==> config.mk <==
export PLATFORM = sky130hd
export DESIGN_NAME = fei_top
export DESIGN_NICKNAME = d
export VERILOG_FILES = /design/src/fei_pkg.sv /design/src/fei_top.sv /design/src/fei_event_gen.sv
export VERILOG_INCLUDE_DIRS = /design/src
export SDC_FILE = /design/constraint.sdc
export NUM_CORES = 1
export LEC_CHECK = 0
export BUFFER_PORTS_ARGS = -buffer_cell sky130_fd_sc_hd__buf_2
export CORE_ASPECT_RATIO = 1.5
export CORE_MARGIN = 1
export CORE_UTILIZATION = 40
export CTS_BUF_LIST = sky130_fd_sc_hd__clkbuf_4
export DETAILED_ROUTE_END_ITERATION = 8
export SETUP_SLACK_MARGIN = 0.2
export SYNTH_ARGS = -nofsm -noshare
export SYNTH_HDL_FRONTEND = slang
export SYNTH_SLANG_ARGS = --single-unit
==> constraint.sdc <==
create_clock -name SYS_CLK -period 2.2 [get_ports SYS_CLK]
set_input_delay 0.44 -clock SYS_CLK [delete_from_list [all_inputs] [get_ports SYS_CLK]]
set_output_delay 0.44 -clock SYS_CLK [all_outputs]
set_load 0.02 [all_outputs]
==> src/fei_defines.svh <==
// Constants for the framer event interrupt block.
// Assumes AXI4-Lite with 32-bit data, one register per aligned word.
`ifndef FEI_DEFINES_SVH
`define FEI_DEFINES_SVH
// --------------------------------------------------------------
// Register map: word indices; byte address is four times the index
// --------------------------------------------------------------
`define FEI_ADDR_W 8
`define FEI_IDX_CONFIG 8'h20
`define FEI_IDX_ENABLE 8'h21
`define FEI_IDX_STATUS 8'h22
`define FEI_IDX_IRQ_STAT 8'h23
`define FEI_IDX_IRQ_MASK 8'h24
`define FEI_OFS_CONFIG 8'h80
`define FEI_OFS_ENABLE 8'h84
`define FEI_OFS_STATUS 8'h88
`define FEI_OFS_IRQ_STAT 8'h8c
`define FEI_OFS_IRQ_MASK 8'h90
// --------------------------------------------------------------
// Field positions
// --------------------------------------------------------------
`define FEI_CFG_FMS_LO 2
`define FEI_CFG_FMS_HI 3
`define FEI_CFG_ESF 4
`define FEI_EN_TEST 6
`define FEI_NEV 6
`define FEI_ST_EVT_LSB 2
// --------------------------------------------------------------
// Reset values
// --------------------------------------------------------------
`define FEI_RST_CONFIG 8'h00
`define FEI_RST_ENABLE 8'h00
`define FEI_RST_MASK 2'h0
`define FEI_RESP_OK 2'h0
`define FEI_RESP_SLVERR 2'h2
`endif

==> src/fei_pkg.sv <==
// Types for the framer event interrupt block.
// Assumes fei_defines.svh is compiled alongside.
package fei_pkg;
    typedef enum logic [1:0] {FMT_SF, FMT_ESF, FMT_SLC, FMT_DM} fei_fmt_e;
    typedef enum {ST_IDLE, ST_RESP} fei_bus_e;
endpackage

==> src/fei_top.sv <==
// Framer event interrupt logic with an AXI4-Lite register slave.
// Assumes framer inputs are asynchronous and held at least 3 cycles.
// How it works
// - Alignment change to a new position interrupts when enabled.
// - Framing bit error interrupts when enabled.
// - Bit error event depends on format: fbit, CRC-6, Ft, fbit or sync.
// - Two or more framing errors per superframe is severe errored framing.
// - Mimic assertion and deassertion interrupt when enabled.
// - Entry into and exit from inframe interrupt when enabled.
// - Reset clears all enable bits.
// - Alignment, fbit, bit error, severe flags set when event interrupted.
// - Mimic change flag sets when a mimic change interrupted.
// - Inframe change flag sets when an inframe change interrupted.
// - Live mimic and inframe state bits are readable.
// - Status read clears six flags and the interrupt, not live bits.
// - Enabled events drive the interrupt output.
// - Format from select bits: ESF, else 00 SF, 10 subscriber, x1 mux.
`timescale 1ns/1ps
`include "fei_defines.svh"
module fei_top
    import fei_pkg::*;
(
    // Clock and reset
    input wire logic SYS_CLK,
    input wire logic RESETN,
    // Framer indications, asynchronous
    input wire logic SF_START,
    input wire logic FBIT_ERR,
    input wire logic CRC_ERR,
    input wire logic FT_ERR,
    input wire logic SYNC_ERR,
    input wire logic ALIGN_NEW,
    input wire logic MIMIC_PRESENT,
    input wire logic INFRAME_STATE,
    // Framer interrupt, active low
    output logic IRQ_OUT_N,
    // Block interrupt, active high
    output logic IRQ,
    // Test speedup control
    output logic TEST_SPEEDUP,
    // AXI4-Lite write address
    input wire logic [`FEI_ADDR_W-1:0] AWADDR,
    input wire logic AWVALID,
    output logic AWREADY,
    // AXI4-Lite write data
    input wire logic [31:0] WDATA,
    input wire logic [3:0] WSTRB,
    input wire logic WVALID,
    output logic WREADY,
    // AXI4-Lite write response
    output logic [1:0] BRESP,
    output logic BVALID,
    input wire logic BREADY,
    // AXI4-Lite read address
    input wire logic [`FEI_ADDR_W-1:0] ARADDR,
    input wire logic ARVALID,
    output logic ARREADY,
    // AXI4-Lite read data
    output logic [31:0] RDATA,
    output logic [1:0] RRESP,
    output logic RVALID,
    input wire logic RREADY
);
    // ----------------------------------------------------------
    // Input synchronisers
    // ----------------------------------------------------------
    localparam int NIN = 8;
    logic [NIN-1:0] pin_in;
    logic [NIN-1:0] sync1_r;
    logic [NIN-1:0] sync2_r;
    logic [NIN-1:0] sync3_r;
    logic [NIN-1:0] live;
    logic [NIN-1:0] rise;

    assign pin_in = {INFRAME_STATE, MIMIC_PRESENT, ALIGN_NEW, SYNC_ERR,
                     FT_ERR, CRC_ERR, FBIT_ERR, SF_START};

    always_ff @(posedge SYS_CLK or negedge RESETN)
    begin
        if (!RESETN)
        begin
            sync1_r <= '0;
            sync2_r <= '0;
            sync3_r <= '0;
        end
        else
        begin
            sync1_r <= pin_in;
            sync2_r <= sync1_r;
            sync3_r <= sync2_r;
        end
    end

    // Pulse inputs turn into one-cycle strobes; long pulses count once
    genvar gi;
    generate
        for (gi = 0; gi < NIN; gi = gi + 1)
        begin : g_edge
            assign rise[gi] = sync2_r[gi] & ~sync3_r[gi];
        end
    endgenerate
    assign live = sync2_r;

    // ----------------------------------------------------------
    // Registers
    // ----------------------------------------------------------
    logic [7:0] config_r;
    logic [7:0] enable_r;
    logic [`FEI_NEV-1:0] flag_r;
    logic [1:0] irq_stat_r;
    logic [1:0] irq_mask_r;
    fei_fmt_e fmt;
    logic [`FEI_NEV-1:0] events;
    logic [`FEI_NEV-1:0] hit;
    logic status_rd;

    always_comb
    begin
        if (config_r[`FEI_CFG_ESF])
            fmt = FMT_ESF;
        else if (config_r[`FEI_CFG_FMS_LO])
            fmt = FMT_DM;
        else if (config_r[`FEI_CFG_FMS_HI])
            fmt = FMT_SLC;
        else
            fmt = FMT_SF;
    end

    fei_event_gen u_evt (
        .clk(SYS_CLK),
        .rst_n(RESETN),
        .fmt(fmt),
        .sf_start(rise[0]),
        .fbit_err(rise[1]),
        .crc_err(rise[2]),
        .ft_err(rise[3]),
        .sync_err(rise[4]),
        .align_new(rise[5]),
        .mimic(live[6]),
        .inframe(live[7]),
        .events(events)
    );

    assign hit = events & enable_r[`FEI_NEV-1:0];

    // ----------------------------------------------------------
    // Bus slave
    // ----------------------------------------------------------
    fei_bus_e wst_r;
    fei_bus_e rst_r;
    logic aw_got_r;
    logic w_got_r;
    logic [`FEI_ADDR_W-1:0] awaddr_r;
    logic [31:0] wdata_r;
    logic [3:0] wstrb_r;
    logic [31:0] rd_word;
    logic rd_ok;
    logic wr_ok;

    assign wr_ok = (awaddr_r == `FEI_OFS_CONFIG) ||
        (awaddr_r == `FEI_OFS_ENABLE) || (awaddr_r == `FEI_OFS_IRQ_STAT) ||
        (awaddr_r == `FEI_OFS_IRQ_MASK) || (awaddr_r == `FEI_OFS_STATUS);

    // Address and data may arrive in either order
    always_ff @(posedge SYS_CLK or negedge RESETN)
    begin
        if (!RESETN)
        begin
            wst_r <= ST_IDLE;
            aw_got_r <= 1'b0;
            w_got_r <= 1'b0;
            awaddr_r <= '0;
            wdata_r <= '0;
            wstrb_r <= '0;
            AWREADY <= 1'b0;
            WREADY <= 1'b0;
            BVALID <= 1'b0;
            BRESP <= `FEI_RESP_OK;
        end
        else
        begin
            AWREADY <= 1'b0;
            WREADY <= 1'b0;
            case (wst_r)
                ST_IDLE:
                begin
                    if (AWVALID && !aw_got_r && !AWREADY)
                    begin
                        AWREADY <= 1'b1;
                        aw_got_r <= 1'b1;
                        awaddr_r <= AWADDR;
                    end
                    if (WVALID && !w_got_r && !WREADY)
                    begin
                        WREADY <= 1'b1;
                        w_got_r <= 1'b1;
                        wdata_r <= WDATA;
                        wstrb_r <= WSTRB;
                    end
                    if (aw_got_r && w_got_r)
                    begin
                        wst_r <= ST_RESP;
                        BVALID <= 1'b1;
                        BRESP <= wr_ok ? `FEI_RESP_OK : `FEI_RESP_SLVERR;
                    end
                end
                ST_RESP:
                begin
                    if (BREADY)
                    begin
                        BVALID <= 1'b0;
                        aw_got_r <= 1'b0;
                        w_got_r <= 1'b0;
                        wst_r <= ST_IDLE;
                    end
                end
                default: wst_r <= ST_IDLE;
            endcase
        end
    end

    logic wr_do;
    assign wr_do = (wst_r == ST_IDLE) && aw_got_r && w_got_r && wstrb_r[0];

    always_comb
    begin
        rd_ok = 1'b1;
        rd_word = 32'h0000_0000;
        case (ARADDR)
            `FEI_OFS_CONFIG: rd_word[7:0] = config_r;
            `FEI_OFS_ENABLE: rd_word[7:0] = enable_r;
            `FEI_OFS_STATUS:
                rd_word[7:0] = {flag_r, live[6], live[7]};
            `FEI_OFS_IRQ_STAT: rd_word[1:0] = irq_stat_r;
            `FEI_OFS_IRQ_MASK: rd_word[1:0] = irq_mask_r;
            default: rd_ok = 1'b0;
        endcase
    end

    assign status_rd = ARVALID && ARREADY && (ARADDR == `FEI_OFS_STATUS);

    always_ff @(posedge SYS_CLK or negedge RESETN)
    begin
        if (!RESETN)
        begin
            rst_r <= ST_IDLE;
            ARREADY <= 1'b0;
            RVALID <= 1'b0;
            RDATA <= '0;
            RRESP <= `FEI_RESP_OK;
        end
        else
        begin
            case (rst_r)
                ST_IDLE:
                begin
                    ARREADY <= ARVALID && !ARREADY;
                    if (ARVALID && ARREADY)
                    begin
                        RDATA <= rd_word;
                        RRESP <= rd_ok ? `FEI_RESP_OK : `FEI_RESP_SLVERR;
                        RVALID <= 1'b1;
                        ARREADY <= 1'b0;
                        rst_r <= ST_RESP;
                    end
                end
                ST_RESP:
                begin
                    if (RREADY)
                    begin
                        RVALID <= 1'b0;
                        rst_r <= ST_IDLE;
                    end
                end
                default: rst_r <= ST_IDLE;
            endcase
        end
    end

    // ----------------------------------------------------------
    // Control and status state
    // ----------------------------------------------------------
    always_ff @(posedge SYS_CLK or negedge RESETN)
    begin
        if (!RESETN)
        begin
            config_r <= `FEI_RST_CONFIG;
            enable_r <= `FEI_RST_ENABLE;
            irq_mask_r <= `FEI_RST_MASK;
        end
        else if (wr_do)
        begin
            if (awaddr_r == `FEI_OFS_CONFIG)
                config_r <= wdata_r[7:0];
            if (awaddr_r == `FEI_OFS_ENABLE)
                enable_r <= {1'b0, wdata_r[6:0]};
            if (awaddr_r == `FEI_OFS_IRQ_MASK)
                irq_mask_r <= wdata_r[1:0];
        end
    end

    // A read snapshot goes out with the clear; a same-cycle event survives
    always_ff @(posedge SYS_CLK or negedge RESETN)
    begin
        if (!RESETN)
            flag_r <= '0;
        else
            flag_r <= (status_rd ? '0 : flag_r) | hit;
    end

    // Bit 0: framer event set; bit 1: any framer flag cleared by read
    always_ff @(posedge SYS_CLK or negedge RESETN)
    begin
        if (!RESETN)
            irq_stat_r <= 2'h0;
        else
            irq_stat_r <= (irq_stat_r & ~((wr_do &&
                awaddr_r == `FEI_OFS_IRQ_STAT) ? wdata_r[1:0] : 2'h0))
                | {status_rd & (|flag_r), |hit};
    end

    always_ff @(posedge SYS_CLK or negedge RESETN)
    begin
        if (!RESETN)
        begin
            IRQ_OUT_N <= 1'b1;
            IRQ <= 1'b0;
            TEST_SPEEDUP <= 1'b0;
        end
        else
        begin
            IRQ_OUT_N <= ~(|((status_rd ? '0 : flag_r) | hit));
            IRQ <= |(irq_stat_r & irq_mask_r);
            TEST_SPEEDUP <= enable_r[`FEI_EN_TEST];
        end
    end
endmodule

==> src/fei_event_gen.sv <==
// Derives framer events from synchronised framer inputs.
// Assumes inputs already sampled into SYS_CLK; strobes are one cycle.
`timescale 1ns/1ps
`include "fei_defines.svh"
module fei_event_gen
    import fei_pkg::*;
(
    // Clock and reset
    input wire logic clk,
    input wire logic rst_n,
    // Framer indications
    input wire fei_fmt_e fmt,
    input wire logic sf_start,
    input wire logic fbit_err,
    input wire logic crc_err,
    input wire logic ft_err,
    input wire logic sync_err,
    input wire logic align_new,
    input wire logic mimic,
    input wire logic inframe,
    // Event strobes
    output logic [`FEI_NEV-1:0] events
);
    logic [1:0] err_cnt_r;
    logic mimic_d_r;
    logic inframe_d_r;
    logic bee;
    logic sfe_hit;
    logic [1:0] inc;
    logic [1:0] sum;

    always_comb
    begin
        case (fmt)
            FMT_SF: bee = fbit_err;
            FMT_ESF: bee = crc_err;
            FMT_SLC: bee = ft_err;
            FMT_DM: bee = fbit_err | sync_err;
            default: bee = 1'b0;
        endcase
    end

    // Sync word errors add to the severe count only in multiplex format
    assign inc = {1'b0, fbit_err} +
        {1'b0, (fmt == FMT_DM) & sync_err};
    assign sum = (err_cnt_r > 2'd1) ? 2'd2 : err_cnt_r + inc;
    assign sfe_hit = (err_cnt_r < 2'd2) && (sum >= 2'd2);

    // Counter restarts each superframe; one event per superframe at most
    always_ff @(posedge clk or negedge rst_n)
    begin
        if (!rst_n)
            err_cnt_r <= 2'd0;
        else if (sf_start)
            err_cnt_r <= 2'd0;
        else
            err_cnt_r <= (sum > 2'd2) ? 2'd2 : sum;
    end

    always_ff @(posedge clk or negedge rst_n)
    begin
        if (!rst_n)
        begin
            mimic_d_r <= 1'b0;
            inframe_d_r <= 1'b0;
        end
        else
        begin
            mimic_d_r <= mimic;
            inframe_d_r <= inframe;
        end
    end

    // Order: align, fbit, bee, sfe, mimic, inframe (msb first)
    assign events = {align_new,
                     fbit_err,
                     bee,
                     sfe_hit & ~sf_start,
                     mimic ^ mimic_d_r,
                     inframe ^ inframe_d_r};
endmodule

==> results.cfg <==
[synthesis]
syn_inst = 290
synth_area_um2 = 3680
synth_warnings = 0
yosys.cell_types.count = 47
ys.flop_type = dfrtp_1
syn_area_per_cell_um2 = 12.7
synth-edff-count = 0
yosysSeqAreaShare_pct = 59.8
ys_ff_latch = 88
async_flop_share_pct = 100

[cts]
cts_root_buf = clkbuf_4
clk_pin_slew_worst_paths_ns = 0.13
clockBufferDepth = 2
clock_sink_count = 88
h-tree-depth = 3
cts_tree = yes
cts_buffers = 9
clock_latency_ns = 0.43

[timing]
tightest_slew_ns = 0.559
setup_viol = 0
fmax_ghz = 0.529
finalSetupTns_ns = 0
slew_headroom_pct = 62.7
min_period_ns = 1.89
finalHoldViolations = 0
skew_ns = 0.0126
rsz0062_at_grt = no
finalMaxSlewViolations = 0
period_share_pct = 85.9

[worst_setup_path]
crit_path_end_kind = flop
required_ns = 2.52
cp-start-kind = flop
startpoint = awaddr_r[1]
cp_slowest_cell = dfrtp_1
criticalPathCategory = reg -> reg
path_delay_family = simple AND/OR/NAND/NOR gates
arrival_ns = 2.21
r2r-start = awaddr_r[1]
critical_path_buf_inv_count = 1
crit_chain = nor4_4 > nand3_2 > nor4b_4 > buf_4 > mux2_2
crit_path_max_incr_delay_ns = 0.43
critical_path.max_fanout = 7

[hold_path]
hold_path_class = in -> reg
hp-start = ALIGN_NEW

[floorplan]
dieWidth_um = 80.4
die_y_um = 120
rows = 42
io_pins = 111
start_util_pct = 41.5
dieArea_um2 = 9610
core_area_um2 = 8880

[route]
drt_iter0_markers = 87
postRouteAntennaNets = 0
wl_per_cell_um = 13.5
drc = 0
vias = 2305
first_pass_iters = 4
wl_um = 6430
vias_per_cell = 4.85

[placed_design]
post_dp_cell_area_um2 = 4060
hpwl_um = 4760
place.gp.congestion = 0.748
portBuffers = 57

[finish]
layout-drive-gt1-share_pct = 34.1
fin_area_um2 = 4200
synthToLayoutAreaGrowth_pct = 13.9
final_common_cell = dfrtp_1
layout.nets = 427
layout_common_cells = dfrtp_1, buf_2, mux2_2
fill_cells = 826

[grt]
gr-total-overflow = 0
antenna_found_initial = 1
grt_start_max_net_pins = 44
grt_use_total_pct = 15.3
grt_pass1_vias = 2212
grt_pass1_wl_um = 10900

[outcome]
status = finished clean

[pwr]
p_leak_uw = 0.00204
power_density_nw_per_um2 = 920
finalPower_uw = 3860
ir_drop_mv = 0.595

[flow_run]
drv_cap = 0
[metal layers]
layer	track usage (%)	vias to the layer above	share of wire [%]
met5	0	-	0
met4	6.47	0	2.3
met3	5.17	9	5.0
met2	24.1	76	49
met1	18.9	1104	43
li1	-	1116	-
[metrics by stage]
step	cells	util, %	worst slack, ns	hold WS [ns]
finish	475	47.3	0.310	0.104
global route	475	47.3	0.223	0.0310
CTS	474	47.2	0.276	0.0677
detailed placement	457	45.7	0.210	0.336
global placement	457	45.7	0.247	0.334
floorplan	315	-	0.329	0.144
[final timing paths]
check	to	slack [ns]	cells past startpoint
min in group asynchronous	wdata_r[7]	0.53	2
setup reg to reg	enable_r[2]	0.31	5
hold reg to reg	live[4]	0.36	0
hold / removal	sync1_r[5]	0.10	1
setup / recovery	enable_r[2]	0.31	5
max in group asynchronous	u_evt.err_cnt_r[1]	1.10	3
[cell type report]
class	count	area, µm²	share of cell area (%)
Timing Repair Buffer	67	378	9.00
Tap cell	110	138	3.28
Multi-Input combinational cell	187	1340	31.8
Clock buffer	11	82.6	1.97
Inverter	6	22.5	0.537
Antenna cell	1	2.50	0.0596
Sequential cell	88	2200	52.5
Clock inverter	5	33.8	0.805
[cell usage after synthesis (2+ instances only)]
| cell type | instances | share of area, % |
|---|---|---|
| o21ai_0 | 13 | 1.8 |
| inv_1 | 6 | 0.61 |
| nand2_1 | 25 | 2.5 |
| nor2b_1 | 3 | 0.51 |
| nor4_1 | 2 | 0.34 |
| a31oi_1 | 2 | 0.34 |
| xor2_1 | 2 | 0.48 |
| nand2b_1 | 3 | 0.51 |
| nor3_1 | 2 | 0.27 |
| a21o_1 | 4 | 0.81 |
| nand4_1 | 2 | 0.34 |
| o31ai_1 | 2 | 0.41 |
| buf_2 | 2 | 0.27 |
| nand3b_1 | 3 | 0.61 |
| clkbuf_1 | 5 | 0.51 |
| a22o_1 | 2 | 0.48 |
| nand4b_1 | 3 | 0.71 |
| mux2_2 | 32 | 9.8 |
| nor3b_1 | 3 | 0.61 |
| nor2_1 | 10 | 1.0 |
| o311ai_0 | 2 | 0.48 |
| and3b_1 | 2 | 0.48 |
| nor4_4 | 2 | 1.2 |
| dfrtp_1 | 87 | 59 |
| nor4b_1 | 3 | 0.71 |
| and3_1 | 5 | 0.85 |
| buf_4 | 26 | 5.3 |
| nor4bb_1 | 2 | 0.54 |
| a21oi_1 | 6 | 0.81 |
| nand3_1 | 5 | 0.68 |
| mux2i_1 | 8 | 2.2 |
[where the power goes]
group	switching (µW)	total [µW]	internal (µW)
logic	406	830	425
registers	320	2260	1940
clock network	517	774	257
[cell families (layout without fill, tap and decap cells)]
logic type | after synthesis | after routing | synth area share (%)
AO/OA/AOI/OAI | 35 | 35 | 5.98
AND/OR/NAND/NOR | 82 | 82 | 14.1
adder cells (fa/ha/maj) | 1 | 1 | 0.340
multiplexers | 40 | 40 | 12.0
buffers and inverters | 40 | 89 | 6.99
XOR/XNOR | 3 | 3 | 0.713
other | 1 | 27 | 0.102
flip-flops | 88 | 88 | 59.8
[flip-flops by register name, indices dropped and copies added (netlist names), 2 cells and up]
register and count:
sync3_r 6, config_r 8, flag_r 6, RDATA 8, u_evt.err_cnt_r 2, wdata_r 8, awaddr_r 8, irq_mask_r 2
enable_r 7, live 8, irq_stat_r 2, sync1_r 8
[worst reg2reg max path: cells and delay by family, from the launching register on]
family,cells,cell delay [ns]
buf+inv,1,0.20
mux,1,0.34
simple gates,3,0.80
flops,1,0.43
[repair_timing]
action | 4_1_cts | 5_1_grt
endpoints found under the setup margin | 2 | 0
setup buffers | 0 | 0
gates resized for setup | 1 | 0
hold buffers | 1 | 0
endpoints found under the hold margin | 37 | 0
(Power assumes the default switching activity.)
